[src/pkg/tlic_pkg.sv]
// shared constants and types of the two-level interrupt controller
// assumes one system clock and the core's special-function register port
package tlic_pkg;

    // ************************************************************
    // sources and register map
    // ************************************************************
    localparam int N_SRC = 7; // request sources
    localparam int IDX_W = 3; // width of a source index
    localparam logic [7:0] ADDR_EN = 8'hA8; // interrupt_enable
    localparam logic [7:0] ADDR_EN_EXT = 8'hA9; // interrupt_enable_ext
    localparam logic [7:0] ADDR_PRIO = 8'hB8; // interrupt_priority
    localparam logic [7:0] ADDR_PRIO_EXT = 8'hB9; // interrupt_priority_ext
    localparam logic [7:0] RESET_VAL = 8'h00; // all four registers
    localparam int BIT_GLOBAL = 7; // global_mask_bit position
    localparam int BIT_TWO_WIRE = 1; // two-wire bit in the ext registers
    localparam logic [7:0] MASK_MAIN = 8'h3F; // implemented per-source bits
    localparam logic [7:0] MASK_EN = 8'hBF; // enable adds the global bit
    localparam logic [7:0] MASK_EXT = 8'h02; // only bit 1 exists

    // ************************************************************
    // vectors, fixed order is also the tie-break order
    // ************************************************************
    localparam logic [15:0] VEC_EXT0 = 16'h0003;
    localparam logic [15:0] VEC_TIMER0 = 16'h000B;
    localparam logic [15:0] VEC_EXT1 = 16'h0013;
    localparam logic [15:0] VEC_TIMER1 = 16'h001B;
    localparam logic [15:0] VEC_SERIAL = 16'h0023;
    localparam logic [15:0] VEC_TIMER2 = 16'h002B;
    localparam logic [15:0] VEC_TWO_WIRE = 16'h003B;

    // source index to call target
    function automatic logic [15:0] tlic_vector(input logic [IDX_W-1:0] i);
        case (i)
            3'h0: tlic_vector = VEC_EXT0;
            3'h1: tlic_vector = VEC_TIMER0;
            3'h2: tlic_vector = VEC_EXT1;
            3'h3: tlic_vector = VEC_TIMER1;
            3'h4: tlic_vector = VEC_SERIAL;
            3'h5: tlic_vector = VEC_TIMER2;
            default: tlic_vector = VEC_TWO_WIRE;
        endcase
    endfunction

    // ************************************************************
    // carriers and states
    // ************************************************************
    typedef struct packed {
        logic ext0_request_flag;
        logic timer0_overflow_flag;
        logic ext1_request_flag;
        logic timer1_overflow_flag;
        logic serial_receive_done_flag;
        logic serial_transmit_done_flag;
        logic timer2_overflow_flag;
        logic timer2_external_reload_flag;
        logic two_wire_flag;
    } tlic_flags_t;

    typedef struct packed {
        logic wr; // one-cycle write strobe
        logic rd; // one-cycle read strobe
        logic [7:0] addr; // register address
        logic [7:0] wdata; // write data
    } tlic_sfr_req_t;

    typedef enum logic [1:0] {
        ST_WAIT = 2'b01, // polling, nothing presented
        ST_REQ = 2'b10 // call presented, waiting for entry
    } tlic_state_t;

endpackage

[src/logic/tlic_top.sv]
// two-level interrupt controller: register file, sampling,
// arbitration, forced call and in-service tracking
// assumes peripherals hold their flags and the core pulses
// MACHINE_CYCLE, INT_ACK and RETURN_FROM_HANDLER_INSTR_EXEC on this same clock
//
// Contract
// seven sources, two programmable priority levels
// every source has its own enable
// each source calls its own fixed vector
// only strictly higher level preempts service
// return instruction ends the current service level
// flags count regardless of any enable
// flags sampled once per machine cycle, polled
// enabled pending sample forces call next cycle
// same level: fixed source order decides
// global mask bit blocks every interrupt
// enable bits 5..0 select six sources
// extension enable bit 1 gates two-wire
// priority bits mirror enable bit positions
// priority one is high, zero low
// serial and timer 2 requests OR flags
// enabled interrupt ends idle mode
// software clears serial done flags itself
// request held until core acknowledges entry
module tlic_top
    import tlic_pkg::*;
(
    input logic CLK,
    input logic RST,
    input logic MACHINE_CYCLE,
    input tlic_pkg::tlic_flags_t FLAGS,
    input tlic_pkg::tlic_sfr_req_t SFR,
    output logic [7:0] SFR_RDATA,
    output logic SFR_HIT,
    output logic INT_REQ,
    output logic [15:0] INT_VECTOR,
    input logic INT_ACK,
    input logic RETURN_FROM_HANDLER_INSTR_EXEC,
    output logic IDLE_CLEAR,
    output logic [1:0] IN_SERVICE
);
    import tlic_pkg::*;

    // ************************************************************
    // register file
    // ************************************************************
    logic [7:0] en_reg; // interrupt_enable
    logic [7:0] en_ext_reg; // interrupt_enable_ext
    logic [7:0] prio_reg; // interrupt_priority
    logic [7:0] prio_ext_reg; // interrupt_priority_ext

    // address decode
    logic hit_en;
    logic hit_en_ext;
    logic hit_prio;
    logic hit_prio_ext;
    logic hit_any;
    assign hit_en = SFR.addr == ADDR_EN;
    assign hit_en_ext = SFR.addr == ADDR_EN_EXT;
    assign hit_prio = SFR.addr == ADDR_PRIO;
    assign hit_prio_ext = SFR.addr == ADDR_PRIO_EXT;
    assign hit_any = hit_en | hit_en_ext | hit_prio | hit_prio_ext;

    // unimplemented bits never store, so they read back zero
    logic [7:0] en_next;
    logic [7:0] en_ext_next;
    logic [7:0] prio_next;
    logic [7:0] prio_ext_next;
    assign en_next = (SFR.wr && hit_en) ? (SFR.wdata & MASK_EN)
                                        : en_reg;
    assign en_ext_next = (SFR.wr && hit_en_ext)
                       ? (SFR.wdata & MASK_EXT) : en_ext_reg;
    assign prio_next = (SFR.wr && hit_prio) ? (SFR.wdata & MASK_MAIN)
                                            : prio_reg;
    assign prio_ext_next = (SFR.wr && hit_prio_ext)
                         ? (SFR.wdata & MASK_EXT) : prio_ext_reg;

    // register writes
    always_ff @(posedge CLK) begin
        if (RST) begin
            en_reg <= RESET_VAL;
            en_ext_reg <= RESET_VAL;
            prio_reg <= RESET_VAL;
            prio_ext_reg <= RESET_VAL;
        end else begin
            en_reg <= en_next;
            en_ext_reg <= en_ext_next;
            prio_reg <= prio_next;
            prio_ext_reg <= prio_ext_next;
        end
    end

    // read mux
    logic [7:0] rd_mux;
    assign rd_mux = hit_en ? en_reg
                  : hit_en_ext ? en_ext_reg
                  : hit_prio ? prio_reg
                  : hit_prio_ext ? prio_ext_reg
                  : 8'h00;

    // read data answers one cycle after the strobe
    logic [7:0] rdata_reg;
    logic [7:0] rdata_next;
    logic rhit_reg;
    logic rhit_next;
    assign rdata_next = SFR.rd ? rd_mux : 8'h00;
    assign rhit_next = SFR.rd & hit_any;
    always_ff @(posedge CLK) begin
        if (RST) begin
            rdata_reg <= 8'h00;
            rhit_reg <= 1'b0;
        end else begin
            rdata_reg <= rdata_next;
            rhit_reg <= rhit_next;
        end
    end
    assign SFR_RDATA = rdata_reg;
    assign SFR_HIT = rhit_reg;

    // ************************************************************
    // per-source view of the registers
    // ************************************************************
    logic global_mask_bit;
    logic [N_SRC-1:0] src_enable; // index order = vector order
    logic [N_SRC-1:0] src_level; // one = high level
    assign global_mask_bit = en_reg[BIT_GLOBAL];
    assign src_enable = {en_ext_reg[BIT_TWO_WIRE], en_reg[5:0]};
    assign src_level = {prio_ext_reg[BIT_TWO_WIRE], prio_reg[5:0]};

    // ************************************************************
    // request sampling
    // ************************************************************
    // raw requests; flags are taken whatever the enables say
    logic [N_SRC-1:0] raw_req;
    assign raw_req = {
        FLAGS.two_wire_flag,
        FLAGS.timer2_overflow_flag
            | FLAGS.timer2_external_reload_flag,
        FLAGS.serial_receive_done_flag
            | FLAGS.serial_transmit_done_flag,
        FLAGS.timer1_overflow_flag,
        FLAGS.ext1_request_flag,
        FLAGS.timer0_overflow_flag,
        FLAGS.ext0_request_flag
    };

    // the serial flags are never cleared here: the handler must
    // clear them or the request keeps coming back
    logic [N_SRC-1:0] sample_reg;
    logic [N_SRC-1:0] sample_next;
    logic poll_reg; // poll follows MACHINE_CYCLE by one cycle, on the same edge as the sample
    assign sample_next = MACHINE_CYCLE ? raw_req : sample_reg;

    always_ff @(posedge CLK) begin
        if (RST) begin
            sample_reg <= '0;
            poll_reg <= 1'b0;
        end else begin
            sample_reg <= sample_next;
            poll_reg <= MACHINE_CYCLE;
        end
    end

    // enabled pending requests
    logic [N_SRC-1:0] pending;
    assign pending = sample_reg & src_enable
                   & {N_SRC{global_mask_bit}};

    // ************************************************************
    // arbitration
    // ************************************************************
    logic win_valid;
    logic win_high;
    logic [IDX_W-1:0] win_idx;
    tlic_arbiter #(
        .N(N_SRC)
    ) u_arb (
        .pending(pending),
        .level(src_level),
        .valid(win_valid),
        .high(win_high),
        .idx(win_idx)
    );

    // in-service levels
    logic isr_hi_reg;
    logic isr_lo_reg;
    logic isr_hi_next;
    logic isr_lo_next;

    // a request only beats a strictly lower running level
    logic allowed;
    assign allowed = win_valid && !isr_hi_reg
                   && (win_high || !isr_lo_reg);

    // ************************************************************
    // call presentation
    // ************************************************************
    tlic_state_t state_reg;
    tlic_state_t state_next;
    logic take;
    logic entry;
    assign take = (state_reg == ST_WAIT) && poll_reg && allowed;
    assign entry = (state_reg == ST_REQ) && INT_ACK;

    // next state
    always_comb begin
        state_next = state_reg;
        case (state_reg)
            ST_WAIT: begin
                if (take) begin
                    state_next = ST_REQ;
                end
            end
            ST_REQ: begin
                // the winner stays frozen until the core enters
                if (entry) begin
                    state_next = ST_WAIT;
                end
            end
            default: begin
                state_next = ST_WAIT;
            end
        endcase
    end

    logic req_reg;
    logic req_next;
    logic [15:0] vec_reg;
    logic [15:0] vec_next;
    logic lvl_reg; // level of the presented call
    logic lvl_next;
    assign req_next = take ? 1'b1 : (entry ? 1'b0 : req_reg);
    assign vec_next = take ? tlic_vector(win_idx) : vec_reg;
    assign lvl_next = take ? win_high : lvl_reg;

    always_ff @(posedge CLK) begin
        if (RST) begin
            state_reg <= ST_WAIT;
            req_reg <= 1'b0;
            vec_reg <= 16'h0000;
            lvl_reg <= 1'b0;
        end else begin
            state_reg <= state_next;
            req_reg <= req_next;
            vec_reg <= vec_next;
            lvl_reg <= lvl_next;
        end
    end
    assign INT_REQ = req_reg;
    assign INT_VECTOR = vec_reg;

    // ************************************************************
    // in-service tracking
    // ************************************************************
    // return clears the top active level first; an entry in the
    // same cycle then records its own level, so neither is lost
    logic hi_cleared;
    logic lo_cleared;
    assign hi_cleared = isr_hi_reg && !RETURN_FROM_HANDLER_INSTR_EXEC;
    assign lo_cleared = isr_lo_reg
                      && !(RETURN_FROM_HANDLER_INSTR_EXEC && !isr_hi_reg);
    assign isr_hi_next = hi_cleared | (entry & lvl_reg);
    assign isr_lo_next = lo_cleared | (entry & ~lvl_reg);

    always_ff @(posedge CLK) begin
        if (RST) begin
            isr_hi_reg <= 1'b0;
            isr_lo_reg <= 1'b0;
        end else begin
            isr_hi_reg <= isr_hi_next;
            isr_lo_reg <= isr_lo_next;
        end
    end
    assign IN_SERVICE = {isr_hi_reg, isr_lo_reg};

    // ************************************************************
    // idle wake-up
    // ************************************************************
    // any enabled request wakes the core, even one that cannot
    // preempt yet; the core then waits at its own level
    logic wake_reg;
    logic wake_next;
    assign wake_next = poll_reg && (|pending);
    always_ff @(posedge CLK) begin
        if (RST) begin
            wake_reg <= 1'b0;
        end else begin
            wake_reg <= wake_next;
        end
    end
    assign IDLE_CLEAR = wake_reg;
endmodule // tlic_top

[src/logic/tlic_arbiter.sv]
// fixed-order two-level winner selection
// assumes pending is already gated by all enables
module tlic_arbiter
    import tlic_pkg::*;
#(
    parameter int N = N_SRC
) (
    input logic [N-1:0] pending,
    input logic [N-1:0] level,
    output logic valid,
    output logic high,
    output logic [IDX_W-1:0] idx
);
    // refuse a source count that the index cannot name
    if (N < 1 || N > (1 << IDX_W)) begin : g_bad_n
        $error("tlic_arbiter: bad N");
    end

    logic [N-1:0] cand_hi; // pending in the high level
    logic [N-1:0] cand; // the level that competes
    logic [N-1:0] seen; // a lower index already won
    logic [N-1:0] onehot; // single winner
    assign cand_hi = pending & level;
    assign high = |cand_hi; // high level beats low
    assign cand = high ? cand_hi : pending;
    assign valid = |pending;

    // ************************************************************
    // lowest index wins inside a level
    // ************************************************************
    genvar g;
    generate
        for (g = 0; g < N; g++) begin : g_pick
            if (g == 0) begin : g_first
                assign seen[g] = 1'b0;
            end else begin : g_rest
                assign seen[g] = seen[g-1] | cand[g-1];
            end
            assign onehot[g] = cand[g] & ~seen[g];
        end
    endgenerate

    // index of the one-hot winner
    always_comb begin
        idx = '0;
        for (int k = 0; k < N; k++) begin
            if (onehot[k]) begin
                idx = IDX_W'(k);
            end
        end
    end

endmodule // tlic_arbiter

[config.mk]
export PLATFORM = sky130hd
export DESIGN_NAME = tlic_top
export DESIGN_NICKNAME = d
export VERILOG_FILES = /design/src/pkg/tlic_pkg.sv /design/src/logic/tlic_top.sv /design/src/logic/tlic_arbiter.sv
export SDC_FILE = /design/constraint.sdc
export NUM_CORES = 1
export LEC_CHECK = 0
export ABC_AREA = 1
export BUFFER_PORTS_ARGS = -buffer_cell sky130_fd_sc_hd__buf_2
export CAP_MARGIN = 20
export CORE_ASPECT_RATIO = 1.25
export CORE_MARGIN = 4
export CORE_UTILIZATION = 35
export DETAILED_ROUTE_END_ITERATION = 7
export GPL_ROUTABILITY_DRIVEN = 0
export GPL_TIMING_DRIVEN = 0
export PLACE_DENSITY = 0.57
export SETUP_SLACK_MARGIN = 0.4
export SLEW_MARGIN = 20
export SYNTH_ARGS = -nofsm -noshare
export SYNTH_HDL_FRONTEND = slang
export SYNTH_SLANG_ARGS = --single-unit
[constraint.sdc]
create_clock -name CLK -period 2.95 [get_ports CLK]
set_clock_uncertainty 0.1 [all_clocks]
set_input_delay 0.295 -clock CLK [delete_from_list [all_inputs] [get_ports CLK]]
set_output_delay 0.295 -clock CLK [all_outputs]
set_load 0.03 [all_outputs]
After elaboration in Yosys (flattened, before gate mapping)
Cells that the tools add are included.
- add/subtract/negate cells: 0
- equal/unequal tests: 13
- shift operators: 0
- $mul: 0
- multiplexer cells: 17
- div/mod/pow operators: 0
- bitwise logic cells: 32
- magnitude comparators: 0
- reduce and logical (&&, ||, !) cells: 25
- operators with widths (kind ; count):
    6-bit case mux with 6 select lines ; 1
    8-bit equality test (second input constant) ; 4
    7-bit AND ; 3
    3-bit 2-to-1 mux ; 5
    7-bit OR reduction ; 2
    1-bit logical AND ; 13
    6-bit 2-to-1 mux ; 2
    1-bit OR ; 12
    1-bit AND ; 9
    8-bit 2-to-1 mux ; 1
    1-bit NOT ; 8
    7-bit 2-to-1 mux ; 1
    3-bit by 2-bit equality test with 1-bit output (second input constant) ; 2
    3-bit equality test (second input constant) ; 2
    2-bit 2-to-1 mux ; 3
    5-bit OR reduction ; 1
    1-bit zero test ; 4
    2-bit inequality test (second input constant) ; 2
    2-bit case mux with 2 select lines ; 1
    3-bit by 1-bit equality test with 1-bit output (second input constant) ; 1
    3-bit zero test ; 1
    1-bit 2-to-1 mux ; 3
    2-bit by 1-bit equality test with 1-bit output (second input constant) ; 1
    2-bit equality test (second input constant) ; 1
    4 further kinds ; 4
- memories: 0
- bits in writable memories: 0
- output and inout bits: 29
- bits of input ports: 32
- flip-flop bits (word level): 55
- bits in latches: 0
- word-level logic and storage cells: 103
- ROM bits: 0

Depth between registers and ports, before layout
Gate-level depths: netlist of run 1.
- depth after elaboration: 15
- gate-level depth with buffers: 13
- mapped depth without buffers: 12

Hierarchy
A second synthesis of run 1 with hierarchy kept.
- cell total of the unflattened synthesis: 343
- area, all modules: 2278.4 um^2
- modules (own cells, without submodules) (module ; times used ; area an instance (um^2) ; sequential area each (um^2) ; cells each):
    tlic_top ; 1 ; 2013.2 ; 840.8 ; 295
    tlic_arbiter ; 1 ; 265.3 ; 0.0 ; 48

Worst setup path after synthesis of run 1
OpenSTA, ideal clock, no wires.
- path kind: reg2reg
- from: register en_reg[7]
- to: register vec_reg[3], in the netlist INT_VECTOR[3]
- clock period less this slack: 1.579 ns
- slack: 1.371 ns
- path buffers: 1
- data arrival time: 1.347 ns
- cell stages (with the launch flop): 14
- data required time: 2.718 ns
- setup time: 0.132 ns
- cell sequence: dfxtp_1 buf_6 nand4_1 nand2_1 nor2_4 nand2_1 nand2_1 nand2_2 nand2_1 inv_1 nand4_1 nand3_1 nand2_1 a21oi_2
- cells in the longest elaborated chain, start to end: 14
- elaborated cells on any way between the ends: 39
- those cells by class: 5 x eq/ne; 8 x mux; 19 x bitwise; 7 x reduce/logical
- ends and longest elaborated chain (element ; RTL line ; text):
    start: declaration ; tlic_top.sv:47 ; logic [7:0] en_reg;
    start signal: assignment ; tlic_top.sv:86 ; en_reg <= en_next;
    7-bit AND (*) ; tlic_top.sv:167 ; & {N_SRC{global_mask_bit}};
    7-bit AND ; tlic_arbiter.sv:23 ; assign cand_hi = pending & level;
    7-bit OR reduction ; tlic_arbiter.sv:24 ; assign high = |cand_hi;
    7-bit 2-to-1 mux ; tlic_arbiter.sv:25 ; assign cand = high ? cand_hi : pending;
    1-bit OR / 1-bit NOT (equally long branches) ; tlic_arbiter.sv:37, tlic_arbiter.sv:39 ;
    1-bit OR (tied with other cells) (3 in a row) ; tlic_arbiter.sv:37 ; assign seen[g] = seen[g-1] | cand[g-1];
    1-bit NOT (tied with other cells) ; tlic_arbiter.sv:39 ; assign onehot[g] = cand[g] & ~seen[g];
    1-bit AND (tied with other cells) ; tlic_arbiter.sv:39 ;
    3-bit 2-to-1 mux / 1-bit AND (equally long branches) ; tlic_arbiter.sv:47, tlic_arbiter.sv:39 ;
    3-bit 2-to-1 mux ; tlic_arbiter.sv:47 ; if (onehot[k]) begin
    3-bit equality test (tied with other cells) ; tlic_pkg.sv:34 ; case (i)
    6-bit case mux with 6 select lines ; tlic_pkg.sv:34 ;
    end signal: assignment ; tlic_top.sv:246 ; vec_reg <= vec_next;
    end: declaration ; tlic_top.sv:229 ; logic [15:0] vec_reg;
Mark *: on every way between the ends. The rest lies on a longest branch, timed or not.
A chain may end at the register's enable or synchronous reset.

Worst setup path in the final report of run 1
- from: register en_reg[7]
- to: register vec_reg[4], in the netlist INT_VECTOR[4]
The elaborated chain is that of the path after synthesis.

==> summary by stage, run 1 <==
Clock tree
In this run the number of H-tree levels came out at 2. For this design, the CTS-stage hold fixing added 0 buffers. The post-CTS clock slew at the launch and capture registers of the worst setup and hold paths is 0.08 ns. Post-CTS timing repair inserted 0 buffers for setup.

The longest clock path from root to sink contains 2 buffers. The later-pin clock latency in the skew report is 0.30 ns. TritonCTS built the clock tree. The cell at the root of the clock tree is clkbuf_8. The number of buffers added by the clock tree synthesis step is 5. The tree built by TritonCTS fans out to 42 sinks. Post-CTS repair changed the size of 0 cells.

Power and ir drop
The internal power of the cells is 0.796 mW. The share of total power dissipated in sequential elements is 54.7%. The worst-case IR drop observed on VDD is 180 µV. For this design the static power due to leakage is 1.15 nW. The proportion of total power due to net switching is 24.9%.

The overall power is 1.06 mW. Dividing total power by cell area gives a power density of 435 nW/µm². The clock network power share is 37.0%. The switching power total is 0.264 mW. Per report_power, the combinational group accounts for 8.2% of the total.

Worst setup path
In this run the worst setup path begins at en_reg[7]$_SDFFE_PP0P_. The critical-path maximum fanout is 6. The worst reg2reg path startpoint is en_reg[7]$_SDFFE_PP0P_. Data on the critical path is required at its endpoint by 3.04 ns. STA classifies the critical path endpoint as a flip-flop.

Together, buffers and inverters on the worst path number 3. Setup slack on the worst reg-to-reg path comes out at 1.14 ns. The type of the worst setup path is flip-flop to flip-flop. The endpoint of the worst register-to-register path is INT_VECTOR[4]$_SDFFE_PP0P_. On the worst path, the slowest cell contributes a delay of 0.36 ns.

The signal on the critical path passes through inv_2, nor3_1, nor4_1, nand2_1, nand2_1, nor2_1, nand2_2, inv_2, nand3_1, o211ai_1, inv_2. In this run the worst setup path terminates at INT_VECTOR[4]$_SDFFE_PP0P_. The worst setup path is launched from a flip-flop. The cell type group with the largest total delay on the critical path is simple AND/OR/NAND/NOR gates. The critical path crosses 11 cells after its start point. The dominant cell type by count on the critical path is inv_2. The largest individual stage delay along the critical path comes from the cell dfxtp_1. The worst reg-to-reg path cell count is 11.

The data arrival time at the worst-slack endpoint is 1.91 ns.

GRT
The pin count of the biggest net entering global routing is 14. The total overflow left after global routing is 0. The number of antenna violations at the first check in global routing is 0.

Across every metal layer, demand over resource in global routing totals 13.8%. The via count of the first global-routing pass is 1705. The wire length of the first global-routing pass is 7480 µm.

STA
Headroom to the max-slew limit came out at 63.2%. Setup repair after global routing left no endpoint under its margin. The final hold violation count is 0.

The post-route clock period utilization is 61.5%. The final max-slew violation count is 0. The slew of the pin with the lowest slew margin is 0.552 ns. The count of endpoints failing setup in the final report is 0.

The upper clock frequency limit is 0.551 GHz. The setup TNS is 0 ns. The worst path needs 1.81 ns of the cycle, external delays included.

Routing
The number of vias in the routed layout is 1827. Dividing the detail-routed wire length by the instance count gives 11.6 µm. The final routed wirelength across all metal layers is 4580 µm. The count of unresolved DRC violations after routing is 0. In this run the remaining antenna-violating nets after routing total 0. The DRC violation total after the first TritonRoute iteration is 123. The first-pass detailed-route iteration total is 4. Using the TritonRoute via totals, the vias-per-cell ratio works out to 4.63.

Finish
The fraction of final layout cells with drive strength greater than 1 is 28.4%. The net count reported at finish is 362. In the layout the commonest cells are 47 x buf_2, 42 x dfxtp_1, 35 x nand2_1. From synthesis to final layout, the design area changed by 22.7%.

0 antenna diodes ended up in the layout. Cells fill 44.5% of the core in the end. Leaving out fill and tap cells, the most frequent cell in the layout is buf_2. The post-layout instance count excluding filler cells is 395.

Synth
Sequential cells were found to cover 42.3% of the synthesized design area. The most used flip-flop cell after synthesis is dfxtp_1. The area of the mapped netlist is 1990 µm². During synthesis, Yosys emitted a total of 0 warnings.

The number of flops mapped to enable cells by yosys is 0. The count of state elements after synthesis is 42. Of all flip-flops after synthesis, the portion carrying an async set or reset was 0%. The synthesized area divided by synthesized cell count is 7.50 µm². The cell count after synthesis came out at 265.

Synthesis instantiated 31 different standard cells from the library.

Floorplanning
The die covers 6950 µm². The die is 92.2 µm tall. The floorplan step defined a core boundary enclosing 5480 µm². The count of standard-cell rows is 30. The starting density of the core is 36.3%. The width of the die is 75.4 µm.

The I/O pin count is 61.

Placed design
The placed cell count is 387. The post-DP HPWL is 3630 µm. Buffers placed on the I/O ports in this run total 47.

Job
The total of max-cap violations is 0.

Min path
In this run the most critical hold path is launched from RST. The worst hold path belongs to the class input port to flip-flop.

Outcome
The flow ran to the end, and the final reports show no timing, DRC or antenna violations.
-- synth_stat cells, types with 2 or more instances --
| library cell | count | area (µm²) |
|---|---|---|
| nor3_1 | 7 | 35.0 |
| a31oi_1 | 2 | 12.5 |
| nand4_1 | 6 | 37.5 |
| inv_2 | 4 | 15.0 |
| a21oi_1 | 24 | 120 |
| nand4_2 | 3 | 37.5 |
| dfxtp_1 | 42 | 841 |
| nand3_1 | 25 | 125 |
| nor2_1 | 23 | 86.3 |
| o211ai_1 | 2 | 15.0 |
| buf_4 | 15 | 113 |
| nor2_4 | 3 | 33.8 |
| inv_1 | 25 | 93.8 |
| clkbuf_1 | 3 | 11.3 |
| nand2_1 | 35 | 131 |
| a21oi_2 | 2 | 17.5 |
| nand2_2 | 5 | 31.3 |
| clkinv_1 | 3 | 11.3 |
| nor2_2 | 3 | 18.8 |
| o21ai_0 | 22 | 110 |
-- per-stage QoR --
step                      hold slack (ns)  worst slack, ns  cell area [µm²]
final                              0.0889             1.14             2440
after global routing               0.0882            0.904             2440
after CTS                          0.0810             1.09             2440
after detailed placement            0.361             1.04             2340
after global placement              0.352             1.05             2340
after floorplan                     0.264             1.37             2030
-- worst register-to-register path, stage by stage (launching register included) --
cell and delay (ns):
dfxtp_1 0.36, inv_2 0.09, nor3_1 0.31, nor4_1 0.08
nand2_1 0.06, nand2_1 0.08, nor2_1 0.15, nand2_2 0.12
inv_2 0.13, nand3_1 0.09, o211ai_1 0.11, inv_2 0.04
-- worst min-delay path by stage --
stage                               end  slack, ns  cells after the start
3_5_place_dp    SFR_RDATA[4]$_SDFF_PP0_       0.36                      2
3_3_place_gp    SFR_RDATA[4]$_SDFF_PP0_       0.35                      2
5_1_grt        prio_reg[0]$_SDFFE_PP0P_       0.09                      2
6_report       prio_reg[0]$_SDFFE_PP0P_       0.09                      2
2_1_floorplan     isr_hi_reg$_SDFF_PP0_       0.26                      1
4_1_cts        prio_reg[0]$_SDFFE_PP0P_       0.08                      2
-- cell families after synthesis --
group / count (synthesis) / synth area share [%]
DFF: 42 / 42.3
AOI/OAI and AO/OA: 56 / 15.4
and+or+nand+nor: 114 / 29.0
other: 1 / 0.189
buffers and inverters: 52 / 13.0
-- power groups by stage --
stage	Sequential [mW]	Clock [mW]	Combinational, mW
after floorplan	0.592	0	0.0561
after global placement	0.593	0	0.0868
after detailed placement	0.594	0	0.0869
after CTS	0.580	0.407	0.0872
after global routing	0.582	0.422	0.0969
final	0.580	0.392	0.0874
-- metal layers --
metal	routed length, µm	vias to the layer above	global-route usage (%)
met5	0	-	0
met4	151	0	7.58
met3	238	14	2.96
met2	2070	51	21.5
met1	2120	779	17.2
li1	-	983	-
-- final cells by class --
class | count | area [µm²]
Clock buffer | 6 | 82.6
Multi-Input combinational cell | 182 | 928
Clock inverter | 2 | 12.5
Fill cell | 585 | 3040
Tap cell | 64 | 80.1
Inverter | 32 | 120
Buffer | 20 | 139
Sequential cell | 42 | 841
Timing Repair Buffer | 47 | 235
No activity file was read; power rests on OpenSTA's default activity.
==> run 2, diff against run 1 <==
--- a/config.mk
+++ b/config.mk
@@ -5,7 +5,7 @@
 export SDC_FILE = /design/constraint.sdc
 export NUM_CORES = 1
 export LEC_CHECK = 0
-export ABC_AREA = 1
+export ABC_AREA = 0
 export BUFFER_PORTS_ARGS = -buffer_cell sky130_fd_sc_hd__buf_2
 export CAP_MARGIN = 20
 export CORE_ASPECT_RATIO = 1.25
==> constraint.sdc (replaced) <==
create_clock -name CLK -period 1.7 [get_ports CLK]
set_clock_uncertainty 0.1 [all_clocks]
set_input_delay 0.17 -clock CLK [delete_from_list [all_inputs] [get_ports CLK]]
set_output_delay 0.17 -clock CLK [all_outputs]
set_load 0.03 [all_outputs]
==> summary by stage, run 2 <==
Finish
The post-layout instance count excluding filler cells is 356. The summed area of non-filler cells in the final layout is 2660 µm². The most common cell after layout, fill and taps aside is buf_2. The net count reported at finish is 323. The number of antenna diodes in the final layout is 0. The top cell types in the final layout, fill and taps aside, are 44 x buf_2, 36 x dfxtp_1, 35 x nor2_1. The fraction of final layout cells with drive strength greater than 1 is 39.0%.

Once layout is complete, the utilization of the core stands at 48.9%. Compared with the post-synthesis result, the final layout area differs by 35.3%.

Synth
The post-synthesis share of cell area spent on xor and xnor gates is 0%. The synthesis warning total is 0. By instance count, the leading cell after synthesis is dfxtp_1. The number of distinct library cell variants in the gate-level netlist after synthesis is 46. The area fraction in compound gates after synthesis is 10.1%. The cell count after synthesis is 211. The number of flops mapped to enable cells by yosys is 0. The top cell type by total area after synthesis is dfxtp_1. After Yosys synthesis, full adders, half adders and majority gates account for 0% of the synthesized area. The area of the mapped netlist is 1970 µm².

By area, the combinational part of the netlist is dominated by simple AND/OR/NAND/NOR gates. The fraction of synthesized cell area taken by the top area cell type is 42.7%. The count of state elements after synthesis is 42. In the synthesized netlist the async set-or-reset flop fraction comes to 0%.

Yosys attributes the largest share of cell area to dfxtp_1 43%, mux2i_1 14%, nor2_1 6.7%, buf_4 5.7%, and3_1 1.9%. Sorting the synthesized cells by how often they occur yields 42 x dfxtp_1, 35 x nor2_1, 27 x mux2i_1. The simple-gate portion of the synthesized area is 24.5%. Among all flip-flop cells after synthesis, the most frequent one is dfxtp_1. The synthesized area divided by synthesized cell count is 9.33 µm². For this run, the register share of the synthesized area comes to 42.7%. The multiplexer share of the synthesized area is 13.7%.

STA
Measured against its own limit, the worst slew margin works out to 58.9%. The time the final worst path needs with I/O delays and setup is 2.02 ns. The final hold violation count was 0. The final worst hold slack is 0.0129 ns. Setup repair after global routing could not meet its margin everywhere. At the pin with the least slew margin, the transition time is 0.617 ns. Across all setup checks in the final design, the least slack found is -0.325 ns. Timing would allow up to 0.494 GHz.

The post-route clock period utilization is 119%. Setup violations remaining at the end of the flow were counted as 8. The final max-slew violation count came to 0.

Worst setup path
The sort of element at the start of the critical path is a flip-flop. The minimum setup slack among reg-to-reg paths is -0.32 ns. Of all nets on the critical path, the largest fanout is 5.

The worst setup path is of the flip-flop to flip-flop kind. The worst reg-to-reg path cell count is 10. The endpoint of the worst register-to-register path is INT_VECTOR[3]$_SDFFE_PP0P_. The worst setup path is captured at a flip-flop. The data arrival time at the worst-slack endpoint is 2.09 ns. The worst reg2reg path startpoint is en_reg[7]$_SDFFE_PP0P_. The required time of the critical path is 1.77 ns.

Clock tree
The maximum number of buffers from clock root to sink is 2. After clock tree synthesis, the clock-pin slew on the worst setup and hold paths is 0.08 ns. The cell at the root of the clock tree is clkbuf_8. Clock latency on the worst-skew pair, taken at its later pin, is 0.30 ns. The clock tree from TritonCTS is yes. The number of H-tree levels is 2. The number of clock sinks seen by CTS is 42. In this run, CTS created clock tree buffers numbering 5.

Floorplanning
The core region is 5440 µm². The die is 91.8 µm tall. In this run the core area contains 30 standard-cell rows. The area of the die is 6890 µm².

From left edge to right edge, the die measures 75.1 µm. The initial utilization of the core area, before any placement, comes to 36.2%. 61 I/O pins were placed.

Routing
The length of routed met2 wiring is 2270 µm. The wire length the detailed router placed on met1 is 2030 µm. For this block, the initial DRC count from the detailed router was 66.

The number of vias in the routed layout is 1737. The first-pass detailed-route iteration total is 4. The routed design has 4750 µm of wire. For this run, design rule violations remaining after detail routing come to 0. In the final routed layout, each cell accounts on average for 13.3 µm. The detailed-route vias per instance is 4.88. The detail route stage leaves a number of antenna-violating nets equal to 0. The top routing layer in use is met4. The routed length on met3 is 325 µm.

GRT
The number of antenna violations at the first check in global routing is 0. The wire length of the first global-routing pass is 7520 µm. The total congestion overflow after global routing is 0. The via count of the first global-routing pass was 1640.

Entering global routing, the biggest net connects 14 pins. The global router's overall resource usage is 14.2%.

Power and ir drop
Across the VDD grid, the largest voltage drop is 337 µV. In this run the static leakage power is 1.32 nW. The power per standard cell area is 693 nW/µm².

Placed design
Detailed placement ended at an HPWL of 3520 µm. After detailed placement, the total cell area comes to 2330 µm². The placed cell count is 330. In this run the tool buffered the top-level ports with 44 buffer cells.

Outcome
The flow ran to the end, but the final reports show violations. The final reports fail on negative setup slack.

Job
The tool flagged a number of max-cap violations equal to 0.

Min path
The tightest min-delay check is of the input port to flip-flop type. The startpoint identified for the worst hold timing path is FLAGS[8]. The worst hold path depth is 3. The path with the worst hold slack has its endpoint at sample_reg[0]$_SDFFE_PP0P_.
run 2: through the flow:
| step | setup WS [ns] | power (mW) | TNS (ns) |
|---|---|---|---|
| after detailed placement | -0.455 | 1.18 | -3.45 |
| final | -0.325 | 1.85 | -2.02 |
| after global routing | -0.401 | 1.93 | -2.63 |
| after CTS | -0.351 | 1.86 | -2.23 |
| after global placement | -0.446 | 1.18 | -3.17 |
| after floorplan | -0.189 | 1.13 | -0.765 |
run 2: power by group:
group | total (mW) | internal [mW] | leakage [nW] | switching, mW
Combinational | 0.158 | 0.0699 | 0.928 | 0.0878
Sequential | 1.01 | 0.996 | 0.343 | 0.0130
Clock | 0.681 | 0.327 | 0.0472 | 0.354
run 2: worst max-delay path by stage:
stage                                 from                          to  slack [ns]
floorplan           en_reg[7]$_SDFFE_PP0P_  INT_VECTOR[3]$_SDFFE_PP0P_       -0.19
global placement    en_reg[7]$_SDFFE_PP0P_  INT_VECTOR[3]$_SDFFE_PP0P_       -0.45
detailed placement  en_reg[7]$_SDFFE_PP0P_  INT_VECTOR[3]$_SDFFE_PP0P_       -0.46
CTS                 en_reg[7]$_SDFFE_PP0P_  INT_VECTOR[3]$_SDFFE_PP0P_       -0.35
global route        en_reg[7]$_SDFFE_PP0P_  INT_VECTOR[3]$_SDFFE_PP0P_       -0.40
finish              en_reg[7]$_SDFFE_PP0P_  INT_VECTOR[3]$_SDFFE_PP0P_       -0.32
run 2: cell type report:
type	instances	area (µm²)
buffer	24	165
fill	543	2780
clock inverter	2	12.5
timing repair buffer	62	382
inverter	3	11.3
sequential	42	848
multi-input combinational	153	1080
tap	64	80.1
clock buffer	6	82.6
run 2: worst max-delay path, cell delays in order (launching register included):
cell      delay, ns
dfxtp_2        0.36
buf_2          0.15
nand4_1        0.26
nand4_4        0.22
nor3b_4        0.06
buf_6          0.13
buf_6          0.12
o21ai_1        0.10
nand4_1        0.11
a32oi_2        0.20
a211oi_2       0.08
run 2: cell families after synthesis:
kind of cell | Yosys count
compound gates | 28
buf+inv | 27
flops | 42
mux | 27
other cells | 1
simple gates | 86
run 2: timing repair:
action,in CTS,in global routing
pin swaps,10,12
endpoints found under the setup margin,16,17
hold buffers,2,1
gates cloned,1,0
setup buffers,12,2
gates resized for setup,16,11
endpoints found under the hold margin,2,1
run 2: layer usage:
layer / track usage (%) / vias to the layer above
li1: - / 878
met1: 17.7 / 784
met2: 22.5 / 66
met3: 3.51 / 9
met4: 6.53 / 0
met5: 0 / -
